`src/watchdog_sleep_defines.svh`:
```
// Offsets, field positions, reset values and timing counts of the watchdog and sleep unit.
`ifndef WATCHDOG_SLEEP_DEFINES_SVH
`define WATCHDOG_SLEEP_DEFINES_SVH

`define REG_CONFIG_WORD 6'h00
`define REG_OPTION 6'h04
`define REG_STATUS 6'h08
`define REG_COMMAND 6'h0C
`define REG_USER_ID0 6'h10

`define CFG_OSC_LSB 0
`define CFG_WATCHDOG_EN_BIT 2
`define CFG_PROTECT_BIT 3
`define CFG_ONES_MASK 12'hFF0
`define CFG_ERASED 12'hFFF

`define OPT_ASSIGN_BIT 3
`define OPT_RESET 6'h3F

`define STAT_TIMEOUT_BIT 4
`define STAT_POWERDOWN_BIT 3
`define STAT_SLEEP_BIT 0

`define CMD_CLEAR_WATCHDOG_BIT 0
`define CMD_SLEEP_BIT 1

`define PROTECT_LIMIT 11'h03F

`define CLK_PERIOD_NS 50
`define HOLD_TIME_US 18000
`define WATCHDOG_BASE_US 18000
`define HOLD_CYCLES_DEF (`HOLD_TIME_US * 1000 / `CLK_PERIOD_NS)
`define WATCHDOG_CYCLES_DEF (`WATCHDOG_BASE_US * 1000 / `CLK_PERIOD_NS)

`endif

```
`src/watchdog_sleep_pkg.sv`:
```
// Types shared by the watchdog, sleep and configuration unit.
package watchdog_sleep_pkg;

  typedef enum logic [1:0] {
    low_power_crystal,
    standard_crystal,
    high_speed_crystal,
    rc_oscillator
  } osc_mode_type;

  typedef enum logic [1:0] {
    st_hold,
    st_run,
    st_sleep
  } unit_state_type;

  typedef struct packed {
    logic [7:0] unused_ones;
    logic code_protect_fuse;
    logic watchdog_enable_fuse;
    logic [1:0] osc_select_field;
  } config_word_type;

  typedef struct packed {
    logic clock_source;
    logic clock_edge;
    logic prescaler_assign_bit;
    logic [2:0] prescale_ratio_field;
  } option_type;

endpackage : watchdog_sleep_pkg

```
`src/watchdog_sleep_config_unit.sv`:
```
// Watchdog, sleep control, start-up hold, configuration word and code-protected readout.
//
// What this block does
// - Low two configuration bits pick low-power, standard, high-speed crystal or RC.
// - Configuration bit 3 low turns code protection on.
// - Configuration bit 2 low disables the watchdog for good.
// - After every reset a hold timer keeps the device in reset for 18 ms.
// - Watchdog runs from its own time base and keeps counting during sleep.
// - A watchdog time-out causes a full device reset, running or asleep.
// - A watchdog time-out reset clears the timeout flag.
// - Without prescaler the watchdog period is 18 ms.
// - One 8-bit prescaler serves timer0 or the watchdog, never both.
// - Option bits 3 to 0 hold the assignment bit and the ratio field.
// - Assigned to the watchdog the prescaler divides up to 1:128.
// - Clear-watchdog clears the counter, and the prescaler when assigned to it.
// - Sleep clears the counter, and the prescaler when assigned to the watchdog.
// - Sleep entry sets timeout, clears powerdown and stops the oscillator driver.
// - During sleep all I/O pins keep their previous drive state.
// - A watchdog reset is internal and never drives the master-clear pin.
// - Sleep ends only on master-clear or enabled watchdog time-out, both full resets.
// - Powerdown flag is set at power-up and cleared only by sleep entry.
// - Waking from sleep always clears the watchdog counter.
// - With protection on, program reads above 0x3F return zero; 0x00-0x3F never protected.
// - User ID and configuration word stay readable and programmable under protection.
// - Four user ID words, reachable only in program/verify mode.
// - Assignment bit low gives the prescaler to timer0, high to the watchdog.
// - Any reset clears the prescaler; software cannot read or write it.
//
// The implementer's own choices: the address map and register access over Avalon-MM.
`timescale 1ns/1ns
`include "watchdog_sleep_defines.svh"

module watchdog_sleep_config_unit
  import watchdog_sleep_pkg::*;
#(
  parameter int HOLD_CYCLES = `HOLD_CYCLES_DEF,
  parameter int WATCHDOG_CYCLES = `WATCHDOG_CYCLES_DEF
) (
  // Clock and reset
  input wire logic clk,
  input wire logic rstn,
  // Avalon-MM slave
  input wire logic [5:0] address,
  input wire logic read,
  input wire logic write,
  input wire logic [31:0] writedata,
  input wire logic [3:0] byteenable,
  output logic [31:0] readdata,
  output logic waitrequest,
  // Pins
  input wire logic master_clear_pin_n,
  input wire logic program_mode_pin,
  // Timer0 side of the shared prescaler
  input wire logic timer_count_en,
  input wire logic timer_write,
  output logic timer_scaled_tick,
  // Program memory readout
  input wire logic [10:0] pm_rd_addr,
  input wire logic [11:0] pm_rd_raw,
  output logic [11:0] pm_rd_data,
  // Device control
  output logic device_reset_n,
  output logic osc_driver_en,
  output logic io_hold,
  output osc_mode_type osc_mode
);

  // Returns 2**n - 1 as an 8-bit mask; used for both prescaler owners.
  function automatic logic [7:0] ratio_mask(input logic [3:0] n);
    logic [8:0] one_hot;
    one_hot = 9'h001 << n;
    return 8'(one_hot - 9'h001);
  endfunction : ratio_mask

  // Merges a 32-bit write into a narrower register under byte enables.
  function automatic logic [11:0] lane_merge(input logic [11:0] old_v, input logic [31:0] new_v,
                                             input logic [3:0] be);
    logic [11:0] res;
    res = old_v;
    if (be[0]) begin
      res[7:0] = new_v[7:0];
    end
    if (be[1]) begin
      res[11:8] = new_v[11:8];
    end
    return res;
  endfunction : lane_merge

  unit_state_type state_q, state_d;
  config_word_type config_q;
  option_type option_q;
  logic [11:0] user_id_q [0:3];
  logic timeout_flag_q, powerdown_flag_q;
  logic [18:0] hold_count_q;
  logic [18:0] watchdog_counter_q;
  logic [7:0] prescaler_q;
  logic mclr_meta_q, mclr_sync_q, prog_meta_q, prog_sync_q;
  logic [31:0] readdata_q;
  logic waitrequest_q;
  logic timer_scaled_tick_q;
  logic [11:0] pm_rd_data_q;
  logic device_reset_n_q, osc_driver_en_q, io_hold_q;
  osc_mode_type osc_mode_q;

  // Bus decode. One wait state: the answer comes on the cycle after the request is seen.
  wire bus_req = read | write;
  wire bus_grant = bus_req & waitrequest_q;
  wire bus_done = bus_req & ~waitrequest_q;
  wire wr_done = bus_done & write;
  wire hit_config = (address == `REG_CONFIG_WORD);
  wire hit_option = (address == `REG_OPTION);
  wire hit_status = (address == `REG_STATUS);
  wire hit_command = (address == `REG_COMMAND);
  wire hit_user_id = (address[5:4] == 2'(`REG_USER_ID0 >> 4));
  wire [1:0] user_idx = address[3:2];

  // Configuration and user ID locations are only reached in program/verify mode.
  wire prog_mode = prog_sync_q;
  wire clear_cmd = wr_done & hit_command & byteenable[0] & writedata[`CMD_CLEAR_WATCHDOG_BIT];
  wire sleep_cmd = wr_done & hit_command & byteenable[0] & writedata[`CMD_SLEEP_BIT];

  wire watchdog_on = config_q.watchdog_enable_fuse;
  wire protect_on = ~config_q.code_protect_fuse;
  wire presc_to_watchdog = option_q.prescaler_assign_bit;
  wire mclr_asserted = ~mclr_sync_q;

  wire in_hold = (state_q == st_hold);
  wire in_run = (state_q == st_run);
  wire in_sleep = (state_q == st_sleep);
  wire hold_done = (hold_count_q == 19'(HOLD_CYCLES - 1));

  // The watchdog counter free-runs on its own enable even while the core sleeps.
  wire watchdog_active = watchdog_on & ~in_hold;
  wire base_hit = watchdog_active & (watchdog_counter_q == 19'(WATCHDOG_CYCLES - 1));
  wire [7:0] watchdog_mask = ratio_mask({1'b0, option_q.prescale_ratio_field});
  wire [7:0] timer_mask = ratio_mask({1'b0, option_q.prescale_ratio_field} + 4'h1);
  wire watchdog_timeout = base_hit &
    (~presc_to_watchdog | ((prescaler_q & watchdog_mask) == watchdog_mask));

  // A sleep command that meets a time-out or a master-clear loses to the reset, so it must
  // not touch the flags or the counters either.
  wire sleep_entry = in_run & sleep_cmd & ~watchdog_timeout & ~mclr_asserted;
  wire clear_entry = in_run & clear_cmd;
  wire wake_event = in_sleep & (mclr_asserted | watchdog_timeout);

  // Reset sources go to hold; the master-clear pin is an input only, so a watchdog reset
  // never reaches it.
  always_comb begin
    state_d = state_q;
    case (state_q)
      st_hold: begin
        if (!mclr_asserted && hold_done) begin
          state_d = st_run;
        end
      end
      st_run: begin
        if (mclr_asserted || watchdog_timeout) begin
          state_d = st_hold;
        end else if (sleep_cmd) begin
          state_d = st_sleep;
        end
      end
      st_sleep: begin
        if (wake_event) begin
          state_d = st_hold;
        end
      end
      default: begin
        state_d = st_hold;
      end
    endcase
  end

  // Two-flop synchronisers for the pins.
  always_ff @(posedge clk) begin
    if (!rstn) begin
      mclr_meta_q <= 1'b1;
      mclr_sync_q <= 1'b1;
      prog_meta_q <= 1'b0;
      prog_sync_q <= 1'b0;
    end else begin
      mclr_meta_q <= master_clear_pin_n;
      mclr_sync_q <= mclr_meta_q;
      prog_meta_q <= program_mode_pin;
      prog_sync_q <= prog_meta_q;
    end
  end

  always_ff @(posedge clk) begin
    if (!rstn) begin
      state_q <= st_hold;
    end else begin
      state_q <= state_d;
    end
  end

  // Start-up hold timer restarts for every reset source, including a held master-clear.
  always_ff @(posedge clk) begin
    if (!rstn || !in_hold || mclr_asserted) begin
      hold_count_q <= 19'h00000;
    end else if (!hold_done) begin
      hold_count_q <= hold_count_q + 19'h00001;
    end
  end

  // Watchdog counter: cleared by reset hold, clear-watchdog, sleep entry, wake and every base-period end.
  always_ff @(posedge clk) begin
    if (!rstn || !watchdog_active || clear_entry || sleep_entry || wake_event || base_hit) begin
      watchdog_counter_q <= 19'h00000;
    end else begin
      watchdog_counter_q <= watchdog_counter_q + 19'h00001;
    end
  end

  // Shared prescaler; it has no bus address, so software can neither read nor load it.
  always_ff @(posedge clk) begin
    if (!rstn || in_hold) begin
      prescaler_q <= 8'h00;
    end else if (presc_to_watchdog) begin
      if (clear_entry || sleep_entry || watchdog_timeout) begin
        prescaler_q <= 8'h00;
      end else if (base_hit) begin
        prescaler_q <= prescaler_q + 8'h01;
      end
    end else if (timer_write) begin
      prescaler_q <= 8'h00;
    end else if (timer_count_en) begin
      prescaler_q <= prescaler_q + 8'h01;
    end
  end

  always_ff @(posedge clk) begin
    if (!rstn || in_hold) begin
      timer_scaled_tick_q <= 1'b0;
    end else begin
      timer_scaled_tick_q <= ~presc_to_watchdog & timer_count_en & ~timer_write &
        ((prescaler_q & timer_mask) == timer_mask);
    end
  end

  // Status flags. Power-up sets both; time-out clears timeout; sleep sets timeout, clears
  // powerdown. A master-clear leaves both unchanged.
  always_ff @(posedge clk) begin
    if (!rstn) begin
      timeout_flag_q <= 1'b1;
      powerdown_flag_q <= 1'b1;
    end else if (watchdog_timeout && !in_hold) begin
      timeout_flag_q <= 1'b0;
    end else if (sleep_entry) begin
      timeout_flag_q <= 1'b1;
      powerdown_flag_q <= 1'b0;
    end
  end

  // Option register reloads its reset value on every device reset.
  always_ff @(posedge clk) begin
    if (!rstn || in_hold) begin
      option_q <= option_type'(`OPT_RESET);
    end else if (wr_done && hit_option && byteenable[0]) begin
      option_q <= option_type'(writedata[5:0]);
    end
  end

  // The configuration word is a fuse: it survives device resets and is programmable only in
  // program/verify mode, whatever the protection setting.
  always_ff @(posedge clk) begin
    if (!rstn) begin
      config_q <= config_word_type'(`CFG_ERASED);
    end else if (wr_done && hit_config && prog_mode) begin
      config_q <= config_word_type'(lane_merge(config_q, writedata, byteenable));
    end
  end

  always_ff @(posedge clk) begin
    if (wr_done && hit_user_id && prog_mode) begin
      user_id_q[user_idx] <= lane_merge(user_id_q[user_idx], writedata, byteenable);
    end
  end

  // Read multiplexer; unmapped or locked addresses read zero.
  wire [11:0] config_view = 12'(config_q) | `CFG_ONES_MASK;
  wire [31:0] status_view = {27'h0000000, timeout_flag_q, powerdown_flag_q, 2'b00, in_sleep};
  wire [31:0] read_mux =
    (hit_config && prog_mode) ? {20'h00000, config_view} :
    hit_status ? status_view :
    (hit_user_id && prog_mode) ? {20'h00000, user_id_q[user_idx]} :
    32'h00000000;

  always_ff @(posedge clk) begin
    if (!rstn) begin
      waitrequest_q <= 1'b1;
      readdata_q <= 32'h00000000;
    end else begin
      waitrequest_q <= ~bus_grant;
      if (bus_grant && read) begin
        readdata_q <= read_mux;
      end
    end
  end

  always_ff @(posedge clk) begin
    if (!rstn) begin
      pm_rd_data_q <= 12'h000;
    end else if (protect_on && pm_rd_addr > `PROTECT_LIMIT) begin
      pm_rd_data_q <= 12'h000;
    end else begin
      pm_rd_data_q <= pm_rd_raw;
    end
  end

  // Device control outputs. The oscillator driver is off and the pins frozen while asleep.
  always_ff @(posedge clk) begin
    if (!rstn) begin
      device_reset_n_q <= 1'b0;
      osc_driver_en_q <= 1'b1;
      io_hold_q <= 1'b0;
      osc_mode_q <= rc_oscillator;
    end else begin
      device_reset_n_q <= (state_d != st_hold);
      osc_driver_en_q <= (state_d != st_sleep);
      io_hold_q <= (state_d == st_sleep);
      osc_mode_q <= osc_mode_type'(config_q.osc_select_field);
    end
  end

  assign readdata = readdata_q;
  assign waitrequest = waitrequest_q;
  assign timer_scaled_tick = timer_scaled_tick_q;
  assign pm_rd_data = pm_rd_data_q;
  assign device_reset_n = device_reset_n_q;
  assign osc_driver_en = osc_driver_en_q;
  assign io_hold = io_hold_q;
  assign osc_mode = osc_mode_q;
endmodule : watchdog_sleep_config_unit

```
`config.mk`:
```
export PLATFORM = sky130hd
export DESIGN_NAME = watchdog_sleep_config_unit
export DESIGN_NICKNAME = d
export VERILOG_FILES = /design/src/watchdog_sleep_pkg.sv /design/src/watchdog_sleep_config_unit.sv
export VERILOG_INCLUDE_DIRS = /design/src
export SDC_FILE = /design/constraint.sdc
export NUM_CORES = 1
export LEC_CHECK = 0
export BUFFER_PORTS_ARGS = -buffer_cell sky130_fd_sc_hd__buf_2
export CELL_PAD_IN_SITES_DETAIL_PLACEMENT = 1
export CELL_PAD_IN_SITES_GLOBAL_PLACEMENT = 2
export CORE_MARGIN = 5
export CORE_UTILIZATION = 38
export CTS_BUF_LIST = sky130_fd_sc_hd__clkbuf_8 sky130_fd_sc_hd__clkbuf_16
export CTS_CLUSTER_SIZE = 20
export DETAILED_ROUTE_END_ITERATION = 16
export PLACE_DENSITY_LB_ADDON = 0.3
export SLEW_MARGIN = 20
export SYNTH_ARGS = -nofsm -noshare
export SYNTH_HDL_FRONTEND = slang
export SYNTH_SLANG_ARGS = --single-unit
export TNS_END_PERCENT = 1
```
`constraint.sdc`:
```
create_clock -name clk -period 4.43 [get_ports clk]
set_input_delay 0.886 -clock clk [delete_from_list [all_inputs] [get_ports clk]]
set_output_delay 0.886 -clock clk [all_outputs]
set_load 0.005 [all_outputs]
```
After elaboration in Yosys (flattened, before gate mapping)
Memories as Yosys holds them, arrays and structs flattened. Cells that the tools add are included.

Bits in registers: 113. Bits in latches: 0. Memory bits (writable): 48. Memory bits (read-only): 0. Bits of input ports: 73. Output and inout port bits: 51. Word-level logic and storage cells: 135. Memories: 1.

Memories: user_id_q (depth 4, width 12, read ports 1, clocked after memory_dff 0, wr ports 1, line watchdog_sleep_config_unit.sv:92) `logic [11:0] user_id_q [0:3];`.

Add/sub/neg operators: 6. Multiply operators: 0. Div/mod/pow operators: 0. $lt $le $gt $ge: 1. Equal/unequal tests: 13. Shift operators: 2. Muxes and demuxes: 21. Bitwise logic cells: 33. Reduce and logical (&&, ||, !) cells: 35.

Operator list (number): $mux 8 (7); $add 19x1->19 const B (2); $eq 19x19->1 const B (2); $mux 12 (3); $and 1x1->1 (18); $and 8x8->8 (2); $eq 8x8->1 (2); $sub 8x1->8 const B (2); $eq 6x4->1 const B (2); $logic_and 1x1->1 (12); $gt 11x6->1 const B (1); $logic_or 1x1->1 (11); $not 1->1 (10); $add 8x1->8 const B (1); $mux 2 (4); $mux 4 (2); $shl 1x3->8 const A (1); $shl 1x4->8 const A (1); $eq 6x3->1 const B (1); $logic_not 6->1 (1); $pmux 2 s3 (1); $reduce_and 2->1 (3); $add 3x1->4 const B (1); $eq 2x1->1 const B (2); 10 further kinds (19).

Depth between registers and ports, before layout
Depth in word-level cells: 13. Mapped depth: 11. Depth with buffers taken out: 10.

Worst setup path before layout
Ideal clock, no wire load.

Path type: input-to-reg. Start: input address[2]. End: memory user_id_q[1][0] (enable). Setup time: 399 ps. Data arrival time: 2749 ps. Path slack: 1282 ps. Cell stages on the path: 3. Cells stage by stage: clkbuf_1 -> buf_1 -> nor3b_1.

RTL lines: start: declaration (line watchdog_sleep_config_unit.sv:43) `input wire logic [5:0] address,`; end: declaration (line watchdog_sleep_config_unit.sv:92).

Straight into the memory's write port.

Final worst setup path
Start: register option_q[1] (netlist bit). End: register device_reset_n_q, in the netlist device_reset_n.

Longest elaborated chain between the ends: 11.

RTL lines: start: declaration (line watchdog_sleep_config_unit.sv:91) `option_type option_q;`; start signal: assignment (line watchdog_sleep_config_unit.sv:258) `` option_q <= option_type'(`OPT_RESET); ``; start signal: assignment (line watchdog_sleep_config_unit.sv:260) `option_q <= option_type'(writedata[5:0]);`; $shl 1x3->8 (*) (line watchdog_sleep_config_unit.sv:71) `one_hot = 9'h001 << n;`; $sub 8x1->8 (*) (line watchdog_sleep_config_unit.sv:72) `return 8'(one_hot - 9'h001);`; $and 8x8->8 (line watchdog_sleep_config_unit.sv:138) `(~presc_to_watchdog | ((prescaler_q & watchdog_mask) == watchdog_mask));`; $eq 8x8->1 (*) (line watchdog_sleep_config_unit.sv:138); $or 1x1->1 (*) (line watchdog_sleep_config_unit.sv:138); $and 1x1->1 (*) (line watchdog_sleep_config_unit.sv:137) `wire watchdog_timeout = base_hit &`; $or 1x1->1 (line watchdog_sleep_config_unit.sv:144) `wire wake_event = in_sleep & (mclr_asserted | watchdog_timeout);`; $and 1x1->1 (line watchdog_sleep_config_unit.sv:144); $mux 2 (line watchdog_sleep_config_unit.sv:164) `if (wake_event) begin`; $pmux 2 s3 (*) (line watchdog_sleep_config_unit.sv:150) `case (state_q)`; $reduce_bool 2->1 (*) (line watchdog_sleep_config_unit.sv:319) `device_reset_n_q <= (state_d != st_hold);`; end signal: assignment (line watchdog_sleep_config_unit.sv:319); end: declaration (line watchdog_sleep_config_unit.sv:102) `logic device_reset_n_q, osc_driver_en_q, io_hold_q;`.

Mark *: on every way between the ends. The rest lies on a longest branch, timed or not. A chain may end at the register's enable or synchronous reset.

==> impl_metrics.tcl <==
set metrics [dict create \
    cts.clk_slew.worst_paths_ns 0.06 \
    pwr-share-comb_pct 4.3 \
    synth_edf_count 48 \
    grt_pass1_wl_um 24900 \
    critPathKind "register to register" \
    syn_area_um2 6290 \
    postSynthCellCount 598 \
    num_vias 4623 \
    htreeDepth 4 \
    diodes 0 \
    hold_violations 0 \
    synthTopCellsByArea "dfxtp_1, edfxtp_1, mux4_2" \
    cts_buffers 17 \
    yosysTopAreaCellShare_pct 29.6 \
    min_period_ns 3.41 \
    viasPerCell 5.14 \
    post-dp-hpwl_um 10800 \
    power_density_nw_per_um2 398 \
    grt_pass1_vias 4918 \
    drt-pass1-iter-count 4 \
    die_x_um 139 \
    cts.repair.resized 0 \
    synthToLayoutAreaGrowth_pct 17.6 \
    slew_headroom_pct 33.9 \
    peakVddDrop_v 0.000275 \
    cts_tree "yes" \
    cts_sinks 141 \
    rrSetupSlack_ns 1.02 \
    tightest_slew_ns 0.978 \
    dp_cells 868 \
    insertion_delay_ns 0.42 \
    critPathCaptureType "register" \
    fin_crit_sh_pct 76.9 \
    gr-usage-all-layers_pct 16.0 \
    power.leakage_uw 0.00286 \
    outcome "complete, no violations" \
    cts_root_buf "clkbuf_16" \
    maxSlewViolCount 0 \
    ys_ff_latch 141 \
    drv_cap 0 \
    min_delay_path_depth 1 \
    grt_start_max_net_pins 31 \
    synth_cell_types 61 \
    antenna_found_initial 0 \
    fin_skew_ns 0.00842 \
    whs_ns 0.410 \
    max_freq_ghz 0.294 \
    rows 47 \
    io-pin-count 124 \
    rsz0062_at_grt "no" \
    die_h_um 139 \
    setup-tns-final_ns 0 \
    final-setup-viol-count 0 \
    place_congestion 0.787 \
    p_clk_share_pct 49.2 \
    wl_um 15200 \
    synth_most_common_cell "dfxtp_1" \
    layout.nets 747 \
    synth.yosys.warnings 0 \
    synthArstFlopShare_pct 0 \
    drt_iter0_drc 167 \
    ys_seq_area_share_pct 52.5 \
    detail-route-antenna-nets 0 \
    numPortBuffers 75 \
    start_util_pct 38.4 \
    drcViolationCount 0 \
    crit_required_ns 4.74 \
    critPathMaxFanout 17 \
    cts_buffer_depth 2 \
    p_sw_uw 680 \
    n_fill_cell 1820 \
    critPathArrivalTime_ns 3.72 \
    p_int_uw 2270 \
    fin_cells 900 \
    worst_hold_path_type "register to register" \
    cts_hold_buf 0 \
    power_frac_seq_pct 46.5 \
    core_area_um2 16400 \
    swShare_pct 23.1 \
    ys.flop_type "dfxtp_1" \
    crit_path_start_kind "register" \
    ff2ff_path_depth 9 \
    overflow 0 \
    die_area_um2 19200 \
    drive_above_1_share_pct 21.6 \
    synth_common_cells "dfxtp_1, nor2_1, nand2_1" \
    yosysTopAreaCell "dfxtp_1" \
    syn_avg_cell_area_um2 10.5 \
    wl_per_cell_um 16.9 \
    postCtsSetupBuffers 0 \
]
==> cells by family (layout without fill, tap and decap cells) <==
group           count (synthesis)  after routing  synth area share, %
simple gates                  232            232                 18.5
flops                         141            141                 52.5
compound gates                 85             85                 9.47
buf+inv                        61            124                 4.83
xor+xnor                       35             35                 4.87
mux                            35             35                 8.21
fa+ha+maj                       8              8                 1.55
other cells                     1             20               0.0596
==> power by group through the flow <==
stage / Sequential, uW / Clock [uW] / Combinational, uW
after floorplan: 1400 / 0 / 84.0
after global placement: 1400 / 0 / 123
after detailed placement: 1400 / 0 / 128
after CTS: 1370 / 1480 / 128
after global routing: 1370 / 1540 / 142
final: 1370 / 1450 / 127
==> cell usage in the layout, fill, tap and decap left out, types with 6 or more instances in the layout <==
master,synthesis,routed
xor2_1,26,26
xnor2_1,9,9
dfxtp_1,93,93
nor2b_1,9,9
nand2b_1,8,8
nand2_1,50,50
a21o_1,7,7
nand3_1,28,28
conb_1,1,20
mux4_2,12,12
a31oi_1,8,8
inv_1,12,12
inv_6,0,6
ha_1,7,7
and2_1,17,17
or3_1,6,6
clkbuf_16,0,17
edfxtp_1,48,48
nor2_1,67,67
mux2_2,13,13
nor3_1,6,6
o21ai_0,19,19
mux2i_1,10,10
a22oi_1,6,6
buf_2,0,75
a21oi_1,11,11
and3_1,6,6
nand4_1,10,10
==> worst max-delay path, cell delays in order (launching register included) <==
cell	delay [ns]
dfxtp_1	0.69
and2_1	0.39
ha_1	0.34
nand3b_1	0.18
xor2_1	0.17
o2111a_1	0.19
o21ai_1	0.11
o41ai_1	0.91
a211oi_1	0.10
a21o_1	0.21
==> metrics by stage <==
stage          utilization [%]  worst slack (ns)  area [um2]  power (uW)
2_1_floorplan                -              1.28        6360        1480
3_3_place_gp              41.4              1.13        6800        1520
3_5_place_dp              41.4              1.04        6800        1530
4_1_cts                   45.1              1.01        7400        2980
5_1_grt                   45.1             0.682        7400        3050
6_report                  45.1              1.02        7400        2950
==> worst paths after layout <==
| kind | start | end |
|---|---|---|
| min reg2reg | mclr_meta_q | mclr_sync_q |
| min | mclr_meta_q | mclr_sync_q |
| max | option_q[1] | device_reset_n |
| max reg2reg | option_q[1] | device_reset_n |
==> layer usage <==
layer  track usage (%)  vias to the layer above  share of wire, %
met1              19.5                     2286                45
met3              3.93                       16               3.7
li1                  -                     2234                 -
met2              27.7                       87                50
met4              5.56                        0               1.5
met5                 0                        -                 0
==> final cells by class <==
| cell class | instances | area (um2) | share of cell area [%] |
|---|---|---|---|
| Clock buffer | 17 | 425 | 5.75 |
| Clock inverter | 15 | 175 | 2.37 |
| Inverter | 12 | 45.0 | 0.609 |
| Multi-Input combinational cell | 415 | 2760 | 37.3 |
| Sequential cell | 141 | 3300 | 44.6 |
| Tap cell | 220 | 275 | 3.72 |
| Timing Repair Buffer | 80 | 413 | 5.58 |
==> flip-flops by register name, summed over array words and instances, names as in the netlist, 2 cells and up <==
name,cells
option_q,3
hold_count_q,19
watchdog_counter_q,19
osc_mode,2
state_q,2
readdata,12
user_id_q,48
prescaler_q,8
config_q,3
pm_rd_data,12
No activity file was read; power rests on OpenSTA's default activity.
